## src/gate_timer_params.svh

```systemverilog
// offsets, field positions, reset values and timing counts of the gated sixteen-bit timer
`ifndef GATE_TIMER_PARAMS_SVH
`define GATE_TIMER_PARAMS_SVH

// word byte addresses
`define GT_ADDR_COUNT_LOW   8'h00
`define GT_ADDR_COUNT_HIGH  8'h04
`define GT_ADDR_TIMER_CTRL  8'h08
`define GT_ADDR_GATE_CTRL   8'h0C
`define GT_ADDR_STATUS      8'h10
`define GT_ADDR_OPTION      8'h14

// timer_control_reg fields
`define GT_CTRL_ON_BIT      0
`define GT_CTRL_SYNC_DIS    2
`define GT_CTRL_PS_LSB      4
`define GT_CTRL_CS_LSB      6

// gate_control_reg fields
`define GT_GCTL_SS_LSB      0
`define GT_GCTL_GVAL        2
`define GT_GCTL_POL         6
`define GT_GCTL_GE          7

// option fields: prescaler rate and assignment
`define GT_OPT_PS_LSB       0
`define GT_OPT_PSA          3

// status fields
`define GT_STAT_OVF         0
`define GT_STAT_WDT_RUN     1

`define GT_CTRL_RESET       8'h00
`define GT_GCTL_RESET       8'h00
`define GT_OPT_RESET        8'h0F

// instruction clock is the system clock divided by four
`define GT_INSTR_DIV        4

`endif

```

## src/gate_timer_pkg.sv

```systemverilog
// types shared by the gated sixteen-bit timer
package gate_timer_pkg;

  typedef enum logic [1:0] {
    CS_INSTR    = 2'h0,
    CS_SYSTEM   = 2'h1,
    CS_EXT_PIN  = 2'h2,
    CS_RESERVED = 2'h3
  } clock_source_e;

  typedef enum logic [1:0] {
    GS_PIN       = 2'h0,
    GS_BYTE_OVF  = 2'h1,
    GS_PERIOD    = 2'h2,
    GS_WATCHDOG  = 2'h3
  } gate_source_e;

  // external-edge arming: first rising edge counts only after a falling one
  typedef enum logic [1:0] {
    ARM_WAIT_LOW = 2'b01,
    ARM_READY    = 2'b10
  } arm_state_e;

endpackage : gate_timer_pkg

```

## src/gated_sixteen_bit_timer.sv

```systemverilog
// gated sixteen-bit timer with wishbone register access
`include "gate_timer_params.svh"

module gated_sixteen_bit_timer #(
  parameter int ADDR_W = 8
) (
  input  wire logic              sys_clk,
  input  wire logic              rst_n,
  // classic wishbone slave
  input  wire logic              wb_cyc_i,
  input  wire logic              wb_stb_i,
  input  wire logic              wb_we_i,
  input  wire logic [ADDR_W-1:0] wb_adr_i,
  input  wire logic [3:0]        wb_sel_i,
  input  wire logic [31:0]       wb_dat_i,
  output logic      [31:0]       wb_dat_o,
  output logic                   wb_ack_o,
  // pins and sibling sources
  input  wire logic              ext_clock_pin,
  input  wire logic              gate_pin,
  input  wire logic              byte_timer_wrap,
  input  wire logic              period_timer_reset,
  input  wire logic              watchdog_overflow,
  input  wire logic              watchdog_enable_cfg,
  // outputs to the system
  output logic                   overflow_irq_flag,
  output logic                   watchdog_run,
  output logic                   watchdog_reset_req
);

  if (ADDR_W < 5 || ADDR_W > 8)
  begin : g_addr_w_check
    $error("ADDR_W must be 5 to 8");
  end

  ////////////////////////////////////////////////////////////////////////////
  // register bus

  logic [15:0] count_r;
  logic [7:0]  timer_control_reg;
  logic [7:0]  gate_control_reg;
  logic [7:0]  option_r;
  logic        ovf_flag_r;
  logic        ack_r;
  logic [31:0] rdata_r;
  logic        gate_level;

  wire logic       bus_req  = wb_cyc_i & wb_stb_i & ~ack_r;
  wire logic       wr_req   = bus_req & wb_we_i & wb_sel_i[0];
  wire logic [7:0] adr8     = 8'(wb_adr_i);
  wire logic       wr_low   = wr_req & (adr8 == `GT_ADDR_COUNT_LOW);
  wire logic       wr_high  = wr_req & (adr8 == `GT_ADDR_COUNT_HIGH);
  wire logic       wr_ctrl  = wr_req & (adr8 == `GT_ADDR_TIMER_CTRL);
  wire logic       wr_gctl  = wr_req & (adr8 == `GT_ADDR_GATE_CTRL);
  wire logic       wr_stat  = wr_req & (adr8 == `GT_ADDR_STATUS);
  wire logic       wr_opt   = wr_req & (adr8 == `GT_ADDR_OPTION);
  wire logic       cnt_wr   = wr_low | wr_high;

  // one wait-free ack per request, dropped the cycle after
  always_ff @(posedge sys_clk)
  begin
    if (!rst_n)
      ack_r <= 1'b0;
    else
      ack_r <= bus_req;
  end

  assign wb_ack_o = ack_r;
  assign wb_dat_o = rdata_r;

  // read data is the count as it stands in the system domain, so a read never
  // sees a half-updated value even when counting from the pin
  always_ff @(posedge sys_clk)
  begin
    if (!rst_n)
      rdata_r <= 32'h0;
    else if (bus_req)
    begin
      if (adr8 == `GT_ADDR_COUNT_LOW)
        rdata_r <= {24'h0, count_r[7:0]};
      else if (adr8 == `GT_ADDR_COUNT_HIGH)
        rdata_r <= {24'h0, count_r[15:8]};
      else if (adr8 == `GT_ADDR_TIMER_CTRL)
        rdata_r <= {24'h0, timer_control_reg & 8'hF5};
      else if (adr8 == `GT_ADDR_GATE_CTRL)
        rdata_r <= {24'h0, gate_control_reg[7:3], gate_level, gate_control_reg[1:0]};
      else if (adr8 == `GT_ADDR_STATUS)
        rdata_r <= {30'h0, watchdog_run, ovf_flag_r};
      else if (adr8 == `GT_ADDR_OPTION)
        rdata_r <= {24'h0, option_r};
      else
        rdata_r <= 32'h0;
    end
  end

  always_ff @(posedge sys_clk)
  begin
    if (!rst_n)
      timer_control_reg <= `GT_CTRL_RESET;
    else if (wr_ctrl)
      timer_control_reg <= wb_dat_i[7:0] & 8'hF5;
  end

  // bits 5:3 of gate control are held storage only; bit 2 reads live gate level
  always_ff @(posedge sys_clk)
  begin
    if (!rst_n)
      gate_control_reg <= `GT_GCTL_RESET;
    else if (wr_gctl)
      gate_control_reg <= wb_dat_i[7:0] & 8'hFB;
  end

  always_ff @(posedge sys_clk)
  begin
    if (!rst_n)
      option_r <= `GT_OPT_RESET;
    else if (wr_opt)
      option_r <= wb_dat_i[7:0] & 8'h0F;
  end

  ////////////////////////////////////////////////////////////////////////////
  // control decode

  wire logic       timer_on  = timer_control_reg[`GT_CTRL_ON_BIT];
  wire logic       sync_dis  = timer_control_reg[`GT_CTRL_SYNC_DIS];
  wire logic [1:0] ps_sel    = timer_control_reg[`GT_CTRL_PS_LSB +: 2];
  wire logic [1:0] cs_field  = timer_control_reg[`GT_CTRL_CS_LSB +: 2];
  wire logic       gate_en   = gate_control_reg[`GT_GCTL_GE];
  wire logic       gate_pol  = gate_control_reg[`GT_GCTL_POL];
  wire logic [1:0] gs_field  = gate_control_reg[`GT_GCTL_SS_LSB +: 2];
  wire logic       ext_sel   = (cs_field == gate_timer_pkg::CS_EXT_PIN);

  ////////////////////////////////////////////////////////////////////////////
  // gate selection

  // sibling pulses are already one-cycle low-to-high pulses in this domain
  always_comb
  begin
    case (gate_timer_pkg::gate_source_e'(gs_field))
      gate_timer_pkg::GS_PIN:      gate_level = gate_pin;
      gate_timer_pkg::GS_BYTE_OVF: gate_level = byte_timer_wrap;
      gate_timer_pkg::GS_PERIOD:   gate_level = period_timer_reset;
      default:                     gate_level = watchdog_overflow;
    endcase
  end

  // watchdog powers up for gating even with the timer off; no reset follows
  assign watchdog_run = watchdog_enable_cfg | (gate_en & (gs_field == 2'h3));
  assign watchdog_reset_req = watchdog_enable_cfg & watchdog_overflow;

  wire logic gate_open = ~gate_en | (gate_level == gate_pol);
  wire logic run       = timer_on & gate_open;

  ////////////////////////////////////////////////////////////////////////////
  // clock source and external edge handling

  logic [1:0] instr_div_r;
  logic       pin_d_r;
  logic       pin_sync1_r;
  logic       pin_sync2_r;
  logic       pin_sync3_r;
  gate_timer_pkg::arm_state_e arm_r;

  always_ff @(posedge sys_clk)
  begin
    if (!rst_n)
      instr_div_r <= 2'h0;
    else
      instr_div_r <= instr_div_r + 2'h1;
  end

  wire logic instr_tick = (instr_div_r == 2'(`GT_INSTR_DIV - 1));

  // no-sync path: pin is taken directly, one register for edge detection
  always_ff @(posedge sys_clk)
  begin
    if (!rst_n)
      pin_d_r <= 1'b0;
    else
      pin_d_r <= ext_clock_pin;
  end

  // sync path: two flops, then a third for edge detection
  always_ff @(posedge sys_clk)
  begin
    if (!rst_n)
    begin
      pin_sync1_r <= 1'b0;
      pin_sync2_r <= 1'b0;
      pin_sync3_r <= 1'b0;
    end
    else
    begin
      pin_sync1_r <= ext_clock_pin;
      pin_sync2_r <= pin_sync1_r;
      pin_sync3_r <= pin_sync2_r;
    end
  end

  // switching paths mid-edge may drop or add one increment, which is accepted
  wire logic pin_now  = sync_dis ? pin_d_r : pin_sync3_r;
  wire logic pin_prev = sync_dis ? ext_clock_pin : pin_sync2_r;
  wire logic pin_rise = ~pin_now & pin_prev;
  wire logic pin_fall = pin_now & ~pin_prev;

  // rearm on reset, count write, or while the timer is off
  always_ff @(posedge sys_clk)
  begin
    if (!rst_n)
      arm_r <= gate_timer_pkg::ARM_WAIT_LOW;
    else
    begin
      case (arm_r)
        gate_timer_pkg::ARM_WAIT_LOW:
          if (pin_fall && timer_on && !cnt_wr)
            arm_r <= gate_timer_pkg::ARM_READY;
        gate_timer_pkg::ARM_READY:
          if (cnt_wr || !timer_on)
            arm_r <= gate_timer_pkg::ARM_WAIT_LOW;
        default:
          arm_r <= gate_timer_pkg::ARM_WAIT_LOW;
      endcase
    end
  end

  logic src_tick;

  always_comb
  begin
    case (gate_timer_pkg::clock_source_e'(cs_field))
      gate_timer_pkg::CS_INSTR:   src_tick = instr_tick;
      gate_timer_pkg::CS_SYSTEM:  src_tick = 1'b1;
      gate_timer_pkg::CS_EXT_PIN: src_tick = pin_rise & (arm_r == gate_timer_pkg::ARM_READY);
      default:                    src_tick = 1'b0;
    endcase
  end

  ////////////////////////////////////////////////////////////////////////////
  // prescaler and counter

  logic [2:0] presc_r;
  logic       presc_out;

  // terminal count mask per select: 0, 1, 3, 7
  always_comb
  begin
    case (ps_sel)
      2'h0:    presc_out = 1'b1;
      2'h1:    presc_out = (presc_r[0] == 1'b1);
      2'h2:    presc_out = (presc_r[1:0] == 2'h3);
      default: presc_out = (presc_r == 3'h7);
    endcase
  end

  wire logic src_en = run & src_tick;
  wire logic inc    = src_en & presc_out;

  always_ff @(posedge sys_clk)
  begin
    if (!rst_n)
      presc_r <= 3'h0;
    else if (cnt_wr)
      presc_r <= 3'h0;
    else if (inc)
      presc_r <= 3'h0;
    else if (src_en)
      presc_r <= presc_r + 3'h1;
  end

  // a byte write takes the live count; the other byte keeps its value
  always_ff @(posedge sys_clk)
  begin
    if (!rst_n)
      count_r <= 16'h0;
    else if (wr_low)
      count_r <= {count_r[15:8], wb_dat_i[7:0]};
    else if (wr_high)
      count_r <= {wb_dat_i[7:0], count_r[7:0]};
    else if (inc)
      count_r <= count_r + 16'h1;
  end

  wire logic rollover = inc & ~cnt_wr & (count_r == 16'hFFFF);

  // set wins over a clear written in the same cycle
  always_ff @(posedge sys_clk)
  begin
    if (!rst_n)
      ovf_flag_r <= 1'b0;
    else if (rollover)
      ovf_flag_r <= 1'b1;
    else if (wr_stat && !wb_dat_i[`GT_STAT_OVF])
      ovf_flag_r <= 1'b0;
  end

  assign overflow_irq_flag = ovf_flag_r;

  // the rate field and assignment bit live here only; they are decoded but not handed
  // to the watchdog or byte timer through any port; their ratios follow the shared table
  logic [8:0] byte_rate;
  logic [7:0] wdt_rate;
  logic [8:0] byte_ratio;
  logic [7:0] wdt_ratio;

  always_comb
  begin
    case (option_r[`GT_OPT_PS_LSB +: 3])
      3'h0:
      begin
        byte_rate = 9'h002;
        wdt_rate  = 8'h01;
      end
      3'h1:
      begin
        byte_rate = 9'h004;
        wdt_rate  = 8'h02;
      end
      3'h2:
      begin
        byte_rate = 9'h008;
        wdt_rate  = 8'h04;
      end
      3'h3:
      begin
        byte_rate = 9'h010;
        wdt_rate  = 8'h08;
      end
      3'h4:
      begin
        byte_rate = 9'h020;
        wdt_rate  = 8'h10;
      end
      3'h5:
      begin
        byte_rate = 9'h040;
        wdt_rate  = 8'h20;
      end
      3'h6:
      begin
        byte_rate = 9'h080;
        wdt_rate  = 8'h40;
      end
      default:
      begin
        byte_rate = 9'h100;
        wdt_rate  = 8'h80;
      end
    endcase
  end

  // only one side owns the prescaler; the other runs at 1:1
  assign byte_ratio = option_r[`GT_OPT_PSA] ? 9'h001 : byte_rate;
  assign wdt_ratio  = option_r[`GT_OPT_PSA] ? wdt_rate : 8'h01;
  wire logic unused_opt = ^{byte_ratio, wdt_ratio} | ext_sel;

endmodule : gated_sixteen_bit_timer

```

## config.mk

```make
export PLATFORM = sky130hd
export DESIGN_NAME = gated_sixteen_bit_timer
export DESIGN_NICKNAME = d
export VERILOG_FILES = /design/src/gate_timer_pkg.sv /design/src/gated_sixteen_bit_timer.sv
export VERILOG_INCLUDE_DIRS = /design/src
export SDC_FILE = /design/constraint.sdc
export NUM_CORES = 1
export LEC_CHECK = 0
export BUFFER_PORTS_ARGS = -buffer_cell sky130_fd_sc_hd__buf_2
export CAP_MARGIN = 0
export CORE_ASPECT_RATIO = 0.6
export CORE_MARGIN = 4
export CORE_UTILIZATION = 35
export CTS_CLUSTER_SIZE = 8
export DETAILED_ROUTE_END_ITERATION = 16
export PLACE_DENSITY = 0.6
export SETUP_SLACK_MARGIN = 0.05
export SLEW_MARGIN = 30
export SYNTH_ARGS = -nofsm -noshare
export SYNTH_HDL_FRONTEND = slang
export SYNTH_SLANG_ARGS = --single-unit
```

## constraint.sdc

```tcl
create_clock -name sys_clk -period 1.75 [get_ports sys_clk]
set_clock_uncertainty 0.05 [all_clocks]
set_input_delay 0.175 -clock sys_clk [delete_from_list [all_inputs] [get_ports sys_clk]]
set_output_delay 0.175 -clock sys_clk [all_outputs]
set_load 0.01 [all_outputs]
```

==> results of run 1 <==
-- power by group --
part | switching (mW) | total, mW | internal, mW
combinational | 0.170 | 0.268 | 0.0986
clock | 0.491 | 1.17 | 0.679
sequential | 0.00631 | 1.22 | 1.22
-- worst max-delay path: stages (launching register included) --
cell     delay [ps]
dfxtp_4         380
mux2i_4         240
xor2_1          180
o32a_2          250
nand3_4         120
or4_1           490
a31oi_1         200
-- cell type report --
class / instances / share of cell area
multi-input combinational: 292 / 0.483
sequential: 53 / 0.237
timing repair buffer: 125 / 0.203
tap: 112 / 0.0310
clock buffer: 5 / 0.0276
clock inverter: 3 / 0.0102
inverter: 10 / 0.00829
-- cell usage after synthesis, drive strengths merged, types with 5 or more instances --
master and count:
nand3 19, nand2 31, a21oi 23, and3b 5
nor2b 5, o31ai 5, and2 7, dfxtp 53
a31oi 7, or3 6, o21ai 25, nor2 30
buf 29, nand4 6, inv 10, clkbuf 13
mux2i 23, nor3 11
-- cells in the final DEF, fill, tap and decap left out, drive strengths merged, types with 7 or more instances in the layout --
cell type    n
nor3        11
o21ai       25
buf        125
inv         10
nand2       31
conb        24
nand3       19
nor2        30
mux2i       23
and2         8
dfxtp       53
a21oi       23
a31oi        7
-- per-layer routing --
metal / share of wire / track usage / routed length (um) / vias up
met1: 0.48 / 0.316 / 5450 / 1570
met2: 0.42 / 0.277 / 4680 / 149
met4: 0.010 / 0.0332 / 116 / 0
met5: 0 / 0 / 0 / -
met3: 0.090 / 0.0552 / 1010 / 12
li1: - / - / - / 1543
-- logic make-up (layout without fill, tap and decap cells) --
family / Yosys count / after routing
flip-flops: 53 / 53
AND/OR/NAND/NOR: 146 / 147
other: 1 / 24
AO/OA/AOI/OAI: 87 / 87
multiplexers: 24 / 24
buffers and inverters: 52 / 143
adder cells (fa/ha/maj): 4 / 4
XOR/XNOR: 6 / 6
-- final timing paths --
check,from,endpoint,cells after the start
worst max-delay path,gate_control_reg[1]$_SDFFE_PN0P_,count_r[9]$_SDFFE_PN0P_,6
worst min register to register,instr_div_r[0]$_SDFF_PN0_,instr_div_r[0]$_SDFF_PN0_,1
worst min-delay path,wb_dat_i[1],option_r[1]$_SDFFE_PN1P_,3
worst max register to register,gate_control_reg[1]$_SDFFE_PN0P_,count_r[9]$_SDFFE_PN0P_,6
-- repair_timing --
item                                    in CTS  in global routing
gates cloned                                 1                  0
buffers inserted                             9                  7
pin swaps                                   19                 25
gates resized for setup                     22                 50
endpoints found under the setup margin      22                 32
-- through the flow --
step	utilization	hold slack [ps]	power, mW	TNS [ps]	area (um2)
6_report	0.529	143	2.66	-3900	4530
3_5_place_dp	0.452	373	1.49	-8880	3870
2_1_floorplan	-	247	1.41	-1730	3270
3_3_place_gp	0.452	357	1.49	-7410	3870
4_1_cts	0.494	146	2.66	-3070	4230
5_1_grt	0.529	152	2.75	-5510	4530
==> key figures, run 1 <==
Synth
  – Flip-flop and latch count after synthesis: 53
  – Synth top area cells: dfxtp_1 (34%), mux2i_1 (7.4%), buf_4 (6.1%)
  – Cell taking the most area after synthesis: dfxtp_1
  – Fraction of synthesis flops using an asynchronous set or reset pin: 0
  – Number of standard cells after synthesis: 373
  – XOR/XNOR share of the synthesized area: 0.0170
  – Multiplexer fraction of the synthesized cell area: 0.0780
  – Main synth FF type: dfxtp_1
  – Dominant combinational cell family by area after synthesis: simple AND/OR/NAND/NOR gates
  – Seq/Total Area, Yosys: 0.343
  – Post-Synthesis Mean Instance Area: 8.30 um2
  – Basic-gate share of the synthesized area counting and, or, nand and nor cells: 0.268
  – Proportion of netlist area held by the largest area contributor: 0.343
  – Complex-gate fraction of the synthesized area: 0.180
  – Adder-Cell Fraction of Synth Area: 0.0162
  – Yosys Warn Count: 0
  – Number of distinct library cell variants in the gate-level netlist after synthesis: 59
  – EDFF count, synth: 0
  – Summed instance area of the synthesized netlist: 3100 um2

Placed design
  – Quantity of I/O buffers inserted on ports: 39
  – DP Cell Count: 575
  – Final weighted congestion of routability-driven global placement: 0.886
  – Setup Slack @ Placement: -336 ps
  – Half-perimeter wire length after detailed placement: 7.99 mm

Worst setup path
  – Critical-path maximum fanout: 6
  – Data arrival time of the critical path: 2170 ps
  – CP Class: flop to flop
  – Critical path data required time: 1920 ps
  – Sort of element at the end of the critical path: flop
  – Crit path launch type: flop
  – Flop-to-flop setup slack: -250 ps

STA
  – Final setup violation count: 21
  – RSZ-0062 raised after global routing: true
  – Final Hold Vio Count: 0
  – Final Max Slew Viols: 0
  – Clock period minus worst slack: 2000 ps
  – Final clock period utilization by the worst path: 1.14
  – Smallest setup slack after layout: -252 ps
  – FMAX: 0.500 GHz

Clock network
  – Clock transition at the registers of the reported paths: 80 ps
  – Clock root buffer: clkbuf_16
  – Number of buffers on the longest clock path: 2
  – Clock insertion delay at the later pin of the skew report: 310 ps
  – Clock buffers created by TritonCTS: 5
  – Num Clock Sinks: 53
  – Hold buffers post-CTS: 0
  – TritonCTS clock tree: done
  – CTS H-tree lvls: 2

Routing
  – Total wirelength of the detailed-routed design: 11.3 mm
  – Post-route antenna net violation count: 0
  – Average vias per placed instance: 5.46
  – Detailed-routing iteration count for the pre-antenna-repair pass: 5
  – Average routed wire per standard cell: 18.8 um
  – DRC violations left: 0
  – Drt first-iter violations: 336
  – Vias post-DR: 3,274

Finish
  – Final instance count without filler cells: 600
  – Number of flip-flops under the largest register name: 16
  – Layout net count: 546
  – Area taken by multi-input logic gates: 2180 um2
  – Antenna cells: 0
  – Synth-to-Final Area Change: 46.1%
  – Proportion of layout cells with a drive suffix above 1: 0.420
  – Area taken by flip-flops and latches: 1070 um2
  – FILL cells: 798

Global route
  – Largest net degree at the start of global routing: 28
  – Number of antenna violations at the first check in global routing: 0
  – Number of global-route vias before repair: 2,994
  – Aggregate global-route resource usage: 0.203
  – Leftover overflow at the end of global routing: 0
  – Wire length of the first global-routing pass: 16.2 mm

Die
  – Starting density of the core: 0.362
  – I/O pin total: 91
  – Die area: 10,500 um2
  – Die extent in x: 129 um
  – Die height: 80.9 um
  – Number of rows created at floorplan: 26
  – Core box area: 8560 um2

Run status
  – Violations in the final reports: negative setup slack
  – Status: complete, but fails checks

Power and ir drop
  – Maximum vdd ir drop: 0.369 mV
  – Power density relative to cell area: 588 nW/um2
  – Standby leakage power: 1.87 nW

Min path
  – Type of the worst min-delay path: primary input to flop

Run
  – Number of violations of the max-capacitance limit: 0
(Power assumes the default switching activity.)
==> run 2: changes to the inputs <==
--- a/config.mk
+++ b/config.mk
@@ -13,7 +13,7 @@
 export CORE_UTILIZATION = 35
 export CTS_CLUSTER_SIZE = 8
 export DETAILED_ROUTE_END_ITERATION = 16
-export PLACE_DENSITY = 0.6
+export PLACE_DENSITY_LB_ADDON = 0.15
 export SETUP_SLACK_MARGIN = 0.05
 export SLEW_MARGIN = 30
 export SYNTH_ARGS = -nofsm -noshare
==> run 2 against run 1 <==
Compared with the run above:
- the flow still finishes with violations (negative setup slack)
- global-route usage grew 0.95 points
- count of clock-buffer cells in the layout is the same
- critical path depth grew 2
- utilization shrank 0.29 points
- setup slack gained 100 ps
- largest power group unchanged
- highest routed layer unchanged
==> key figures, run 2 (same netlist as run 1, synthesis figures left out) <==
Routing
  – Amount of wire on met3 after detailed routing: 1.03 mm (was 1.01 mm)
  – Total wirelength of the detailed-routed design: 11.2 mm (was 11.3 mm)
  – Drt first-iter violations: 231 (was 336)
  – DRC violations left: 0 (unchanged)
  – Vias post-DR: 3,237 (was 3,274)
  – Average routed wire per standard cell: 18.7 um (was 18.8 um)
  – Amount of wire on met2 after detailed routing: 4.69 mm (was 4.68 mm)
  – Top layer in use: met4 (unchanged)
  – Average vias per placed instance: 5.42 (was 5.46)
  – Length of routed wiring on met1: 5.35 mm (was 5.45 mm)
  – Post-route antenna net violation count: 0 (unchanged)
  – Detailed-routing iteration count for the pre-antenna-repair pass: 4 (was 5)

Global route
  – Wire length of the first global-routing pass: 17.0 mm (was 16.2 mm)
  – Leftover overflow at the end of global routing: 0 (unchanged)
  – Aggregate global-route resource usage: 0.212 (was 0.203)
  – Number of antenna violations at the first check in global routing: 0 (unchanged)
  – Number of global-route vias before repair: 3,061 (was 2,994)
  – Largest net degree at the start of global routing: 28 (unchanged)

Worst setup path
  – Crit path launch type: flop (unchanged)
  – Data arrival time of the critical path: 2030 ps (was 2170 ps)
  – Critical path data required time: 1890 ps (was 1920 ps)
  – CP Class: flop to flop (unchanged)
  – Sort of element at the end of the critical path: flop (unchanged)
  – Critical-path maximum fanout: 6 (unchanged)

Clock network
  – Number of buffers on the longest clock path: 2 (unchanged)
  – Clock root buffer: clkbuf_16 (unchanged)
  – CTS H-tree lvls: 2 (unchanged)
  – Clock buffers created by TritonCTS: 5 (unchanged)
  – Clock insertion delay at the later pin of the skew report: 300 ps (was 310 ps)
  – Num Clock Sinks: 53 (unchanged)
  – TritonCTS clock tree: done (unchanged)
  – Clock transition at the registers of the reported paths: 70 ps (was 80 ps)
  – Hold buffers post-CTS: 0 (unchanged)

Finish
  – Leading cell types in the layout, fill and taps excluded: buf_4 (72), dfxtp_1 (46), buf_2 (38) (was buf_4 (76), dfxtp_1 (47), buf_2 (37))
  – Antenna cells: 0 (unchanged)
  – Area taken by flip-flops and latches: 1070 um2 (about the same)
  – Layout net count: 543 (was 546)
  – FILL cells: 811 (was 798)
  – Final instance area: 4500 um2 (was 4530 um2)
  – Most common cell after layout, fill and taps aside: buf_4 (unchanged)
  – Area taken by multi-input logic gates: 2200 um2 (was 2180 um2)
  – Final instance count without filler cells: 597 (was 600)
  – Synth-to-Final Area Change: 45.3% (was 46.1%)
  – Number of flip-flops under the largest register name: 16 (unchanged)
  – Proportion of layout cells with a drive suffix above 1: 0.427 (was 0.420)

Die
  – Starting density of the core: 0.362 (unchanged)
  – Die extent in x: 129 um (unchanged)
  – I/O pin total: 91 (unchanged)
  – Die height: 80.9 um (unchanged)
  – Core box area: 8560 um2 (unchanged)
  – Die area: 10,500 um2 (unchanged)
  – Number of rows created at floorplan: 26 (unchanged)

STA
  – Final clock period utilization by the worst path: 1.09 (was 1.14)
  – FMAX: 0.527 GHz (was 0.500 GHz)
  – Final Max Slew Viols: 0 (unchanged)
  – Final setup violation count: 20 (was 21)
  – Final Hold Vio Count: 0 (unchanged)
  – Clock period minus worst slack: 1900 ps (was 2000 ps)
  – RSZ-0062 raised after global routing: true (unchanged)
  – Smallest setup slack after layout: -149 ps (was -252 ps)
  – Summed negative setup slack over all endpoints: -1610 ps (was -3900 ps)

Placed design
  – Setup Slack @ Placement: -305 ps (was -336 ps)
  – Quantity of I/O buffers inserted on ports: 39 (unchanged)
  – Placed instance area: 3870 um2 (unchanged)
  – Final weighted congestion of routability-driven global placement: 0.919 (was 0.886)
  – Half-perimeter wire length after detailed placement: 7.98 mm (was 7.99 mm)
  – DP Cell Count: 575 (unchanged)

Min path
  – Type of the worst min-delay path: primary input to flop (unchanged)

Power and ir drop
  – Maximum vdd ir drop: 0.383 mV (was 0.369 mV)
  – Power density relative to cell area: 561 nW/um2 (was 588 nW/um2)
  – Overall power consumption: 2.52 mW (was 2.66 mW)
  – Standby leakage power: 1.85 nW (was 1.87 nW)

Run status
  – Violations in the final reports: negative setup slack (unchanged)
  – Status: complete, but fails checks (unchanged)

Run
  – Number of violations of the max-capacitance limit: 0 (unchanged)
## run 2: changes by cell type in the layout (fill, tap and decap cells not counted), sizes merged
cell,before,now
inv,10,11
and2,8,7
buf,125,123
bufinv,1,0
## run 2: per-layer routing
metal,vias up,GRT usage
li1,1540,-
met1,1563,0.319
met2,120,0.295
met3,14,0.0723
met4,0,0.0342
met5,-,0
## run 2: cell type report
type,instances,share of cell area
clock buffers,5,0.0278
clock inverters,3,0.00473
inverters,10,0.00834
multi-input cells,291,0.488
flip-flops and latches,53,0.239
well taps,112,0.0311
repair buffers,123,0.201
## run 2: final timing paths
check	startpoint	to	slack (ps)	cells past startpoint
max reg2reg	gate_control_reg[1]$_SDFFE_PN0P_	count_r[1]$_SDFFE_PN0P_	-150	8
max	gate_control_reg[1]$_SDFFE_PN0P_	count_r[1]$_SDFFE_PN0P_	-150	8
min	ext_clock_pin	pin_sync1_r$_SDFF_PN0_	140	3
min reg2reg	instr_div_r[0]$_SDFF_PN0_	instr_div_r[0]$_SDFF_PN0_	380	1
## run 2: critical path: stages (launching register included)
cell and delay, ps:
dfxtp_4 380, mux2i_4 260, xor2_2 100, o32a_4 360, buf_12 140, nand3_4 110, buf_6 140, mux2i_1 170
a21oi_1 70
## run 2: timing repair
action	CTS	global route
gates resized for setup	32	48
pin swaps	24	38
buffers inserted	9	5
setup endpoints to repair	28	39
## run 2: power by group
| part | switching (mW) | internal (mW) |
|---|---|---|
| Clock | 0.494 | 0.535 |
| Sequential | 0.00658 | 1.21 |
| Combinational | 0.171 | 0.103 |
| Total | 0.672 | 1.85 |
## run 2: metrics by stage
| stage | utilization | hold WS, ps |
|---|---|---|
| 2_1_floorplan | - | 247 |
| 3_3_place_gp | 0.452 | 360 |
| 3_5_place_dp | 0.452 | 375 |
| 4_1_cts | 0.497 | 148 |
| 5_1_grt | 0.526 | 153 |
| 6_report | 0.526 | 144 |
==> run 3: changes to the inputs <==
--- a/config.mk
+++ b/config.mk
@@ -10,7 +10,7 @@
 export CAP_MARGIN = 0
 export CORE_ASPECT_RATIO = 0.6
 export CORE_MARGIN = 4
-export CORE_UTILIZATION = 35
+export CORE_UTILIZATION = 47
 export CTS_CLUSTER_SIZE = 8
 export DETAILED_ROUTE_END_ITERATION = 16
 export PLACE_DENSITY_LB_ADDON = 0.15
==> run 3 against run 2 <==
Compared with the run above:
- cell count shrank 5.7%
- sequential power is essentially flat
- worst hold slack lost 18 ps
- the flow still finishes with violations (negative setup slack)
- largest cell class unchanged
- clock power shrank 12%
- via count fell by 1.2%
- register-to-register slack lost 40 ps
- critical endpoint is now count_r[14]$_SDFFE_PN0P_
- global-route usage increased by 3.8 points
- count of clock-buffer cells in the layout is 1 higher
- first-iteration DRC count grew 44%
- critical path type unchanged
- cell area down 5.1%
==> key figures, run 3 (same netlist as run 1, synthesis figures left out) <==
Worst setup path
  – CP Class: flop to flop (unchanged)
  – Critical path data required time: 1920 ps (was 1890 ps)
  – Number of buffers and inverters on the critical path: 1 (was 2)
  – Sort of element at the end of the critical path: flop (unchanged)
  – Critical-path maximum fanout: 11 (was 6)
  – Count of cell instances traversed by the critical path: 7 (was 8)
  – Crit path launch type: flop (unchanged)
  – Worst setup startpoint: gate_control_reg[1]$_SDFFE_PN0P_ (unchanged)
  – Critical R2R Launch: gate_control_reg[1]$_SDFFE_PN0P_ (unchanged)
  – Depth of the worst register-to-register path: 7 (was 8)
  – Flop-to-flop setup slack: -190 ps (was -150 ps)
  – Cell chain of the critical path: mux2i_2 -> xor2_1 -> o32a_4 -> buf_4 -> and2_4 -> nand4_1 -> o211a_1 (was mux2i_4 -> xor2_2 -> o32a_4 -> buf_12 -> nand3_4 -> buf_6 -> mux2i_1 -> a21oi_1)
  – Slowest stage cell, crit path: dfxtp_4 (unchanged)
  – Data arrival time of the critical path: 2100 ps (was 2030 ps)
  – Worst setup path endpoint: count_r[14]$_SDFFE_PN0P_ (was count_r[1]$_SDFFE_PN0P_)
  – Delay of the slowest cell on the worst path: 380 ps (about the same)
  – R2r endpoint: count_r[14]$_SDFFE_PN0P_ (was count_r[1]$_SDFFE_PN0P_)
  – Cell family with the largest share of critical-path delay: compound AO/OA/AOI/OAI gates (was multiplexers)

Die
  – Starting density of the core: 0.496 (was 0.362)
  – I/O pin total: 91 (unchanged)
  – Number of rows created at floorplan: 22 (was 26)
  – Die area: 7990 um2 (was 10,500 um2)
  – Core box area: 6250 um2 (was 8560 um2)
  – Die height: 70.9 um (was 80.9 um)
  – Die extent in x: 113 um (was 129 um)

STA
  – Final Hold Vio Count: 0 (unchanged)
  – Summed negative setup slack over all endpoints: -2390 ps (was -1610 ps)
  – Final Max Slew Viols: 0 (unchanged)
  – FMAX: 0.516 GHz (was 0.527 GHz)
  – Final clock period utilization by the worst path: 1.11 (was 1.09)
  – RSZ-0062 raised after global routing: true (unchanged)
  – Smallest setup slack after layout: -187 ps (was -149 ps)
  – Clock period minus worst slack: 1940 ps (was 1900 ps)
  – Final setup violation count: 20 (unchanged)

Run status
  – Status: complete, but fails checks (unchanged)
  – Violations in the final reports: negative setup slack (unchanged)

Finish
  – Synth-to-Final Area Change: 37.9% (was 45.3%)
  – Antenna cells: 0 (unchanged)
  – Proportion of layout cells with a drive suffix above 1: 0.401 (was 0.427)
  – Number of flip-flops under the largest register name: 16 (unchanged)
  – Most common cell after layout, fill and taps aside: buf_4 (unchanged)
  – Layout net count: 537 (was 543)
  – Leading cell types in the layout, fill and taps excluded: buf_4 (70), dfxtp_1 (47), buf_2 (39) (was buf_4 (72), dfxtp_1 (46), buf_2 (38))

Clock network
  – Clock insertion delay at the later pin of the skew report: 310 ps (was 300 ps)
  – Hold buffers post-CTS: 0 (unchanged)
  – Clock buffers created by TritonCTS: 5 (unchanged)
  – Number of buffers on the longest clock path: 2 (unchanged)
  – Num Clock Sinks: 53 (unchanged)
  – TritonCTS clock tree: done (unchanged)
  – CTS H-tree lvls: 2 (unchanged)
  – Clock root buffer: clkbuf_8 (was clkbuf_16)
  – Clock transition at the registers of the reported paths: 110 ps (was 70 ps)

Placed design
  – Final weighted congestion of routability-driven global placement: 0.898 (was 0.919)
  – Quantity of I/O buffers inserted on ports: 39 (unchanged)
  – Half-perimeter wire length after detailed placement: 7.36 mm (was 7.98 mm)

Routing
  – Vias post-DR: 3,198 (was 3,237)
  – Total wirelength of the detailed-routed design: 10.3 mm (was 11.2 mm)
  – DRC violations left: 0 (unchanged)
  – Drt first-iter violations: 332 (was 231)
  – Average vias per placed instance: 5.68 (was 5.42)
  – Average routed wire per standard cell: 18.3 um (was 18.7 um)
  – Detailed-routing iteration count for the pre-antenna-repair pass: 5 (was 4)
  – Post-route antenna net violation count: 0 (unchanged)

Run
  – Number of violations of the max-capacitance limit: 0 (unchanged)

Min path
  – Type of the worst min-delay path: primary input to flop (unchanged)

Global route
  – Largest net degree at the start of global routing: 28 (unchanged)
  – Wire length of the first global-routing pass: 15.8 mm (was 17.0 mm)
  – Aggregate global-route resource usage: 0.250 (was 0.212)
  – Number of global-route vias before repair: 2,956 (was 3,061)
  – Number of antenna violations at the first check in global routing: 0 (unchanged)
  – Leftover overflow at the end of global routing: 0 (unchanged)

Power and ir drop
  – Power density relative to cell area: 557 nW/um2 (was 561 nW/um2)
  – Overall power consumption: 2.38 mW (was 2.52 mW)
  – Maximum vdd ir drop: 0.331 mV (was 0.383 mV)
  – Standby leakage power: 1.78 nW (was 1.85 nW)
-- run 3: cell count changes in the layout (fill, tap and decap cells not counted), moves of 3 or more --
cell,delta
a211oi_1,-3
a211oi_2,+3
a21oi_1,+7
a21oi_2,-5
buf_6,-4
clkbuf_16,-5
clkbuf_8,+6
nand3_1,-4
nand3_2,+5
o21ai_1,+4
o21ai_2,-3
-- run 3: per-stage QoR --
stage	std cells	util	hold WS, ps	worst slack, ps	cell area, um2
after CTS	558	0.661	131	-201	4130
after detailed placement	538	0.601	371	-354	3750
after floorplan	396	-	247	-104	3270
after global routing	563	0.683	144	-295	4270
after global placement	538	0.601	358	-254	3750
final	563	0.683	126	-187	4270
-- run 3: how the worst min path moves through the flow --
stage                              startpoint                        end  slack [ps]  cells after the start
floorplan                       ext_clock_pin     pin_sync1_r$_SDFF_PN0_         250                      1
global placement    instr_div_r[0]$_SDFF_PN0_  instr_div_r[0]$_SDFF_PN0_         360                      1
detailed placement  instr_div_r[0]$_SDFF_PN0_  instr_div_r[0]$_SDFF_PN0_         370                      1
CTS                             ext_clock_pin     pin_sync1_r$_SDFF_PN0_         130                      3
global route                    ext_clock_pin     pin_sync1_r$_SDFF_PN0_         140                      3
finish                          ext_clock_pin     pin_sync1_r$_SDFF_PN0_         130                      3
-- run 3: final cells by class --
class | instances | area, um2
multi-input cells | 291 | 2110
clock inverters | 2 | 37.5
well taps | 84 | 105
repair buffers | 117 | 828
fillers | 539 | 1980
inverters | 10 | 37.5
clock buffers | 6 | 82.6
flip-flops and latches | 53 | 1070
-- run 3: metal layers --
metal	GRT usage	wire, um
met2	0.353	4240
met1	0.383	4700
met5	0	0
met3	0.0667	1200
met4	0.0427	158
-- run 3: worst min-delay path: stages --
cell	delay, ps
buf_2	90
buf_4	100
and2_1	100
-- run 3: where the power goes --
| group | switching, mW | internal (mW) | total [mW] |
|---|---|---|---|
| clock | 0.443 | 0.466 | 0.909 |
| sequential | 0.00659 | 1.22 | 1.22 |
| combinational | 0.159 | 0.0899 | 0.249 |
| total | 0.608 | 1.77 | 2.38 |
-- run 3: what timing repair did --
item,in CTS,in global routing
gates cloned,0,0
buffers inserted,12,5
resized for setup,36,23
setup endpoints to repair,25,29
pin swaps,26,15
endpoints found under the hold margin,0,0
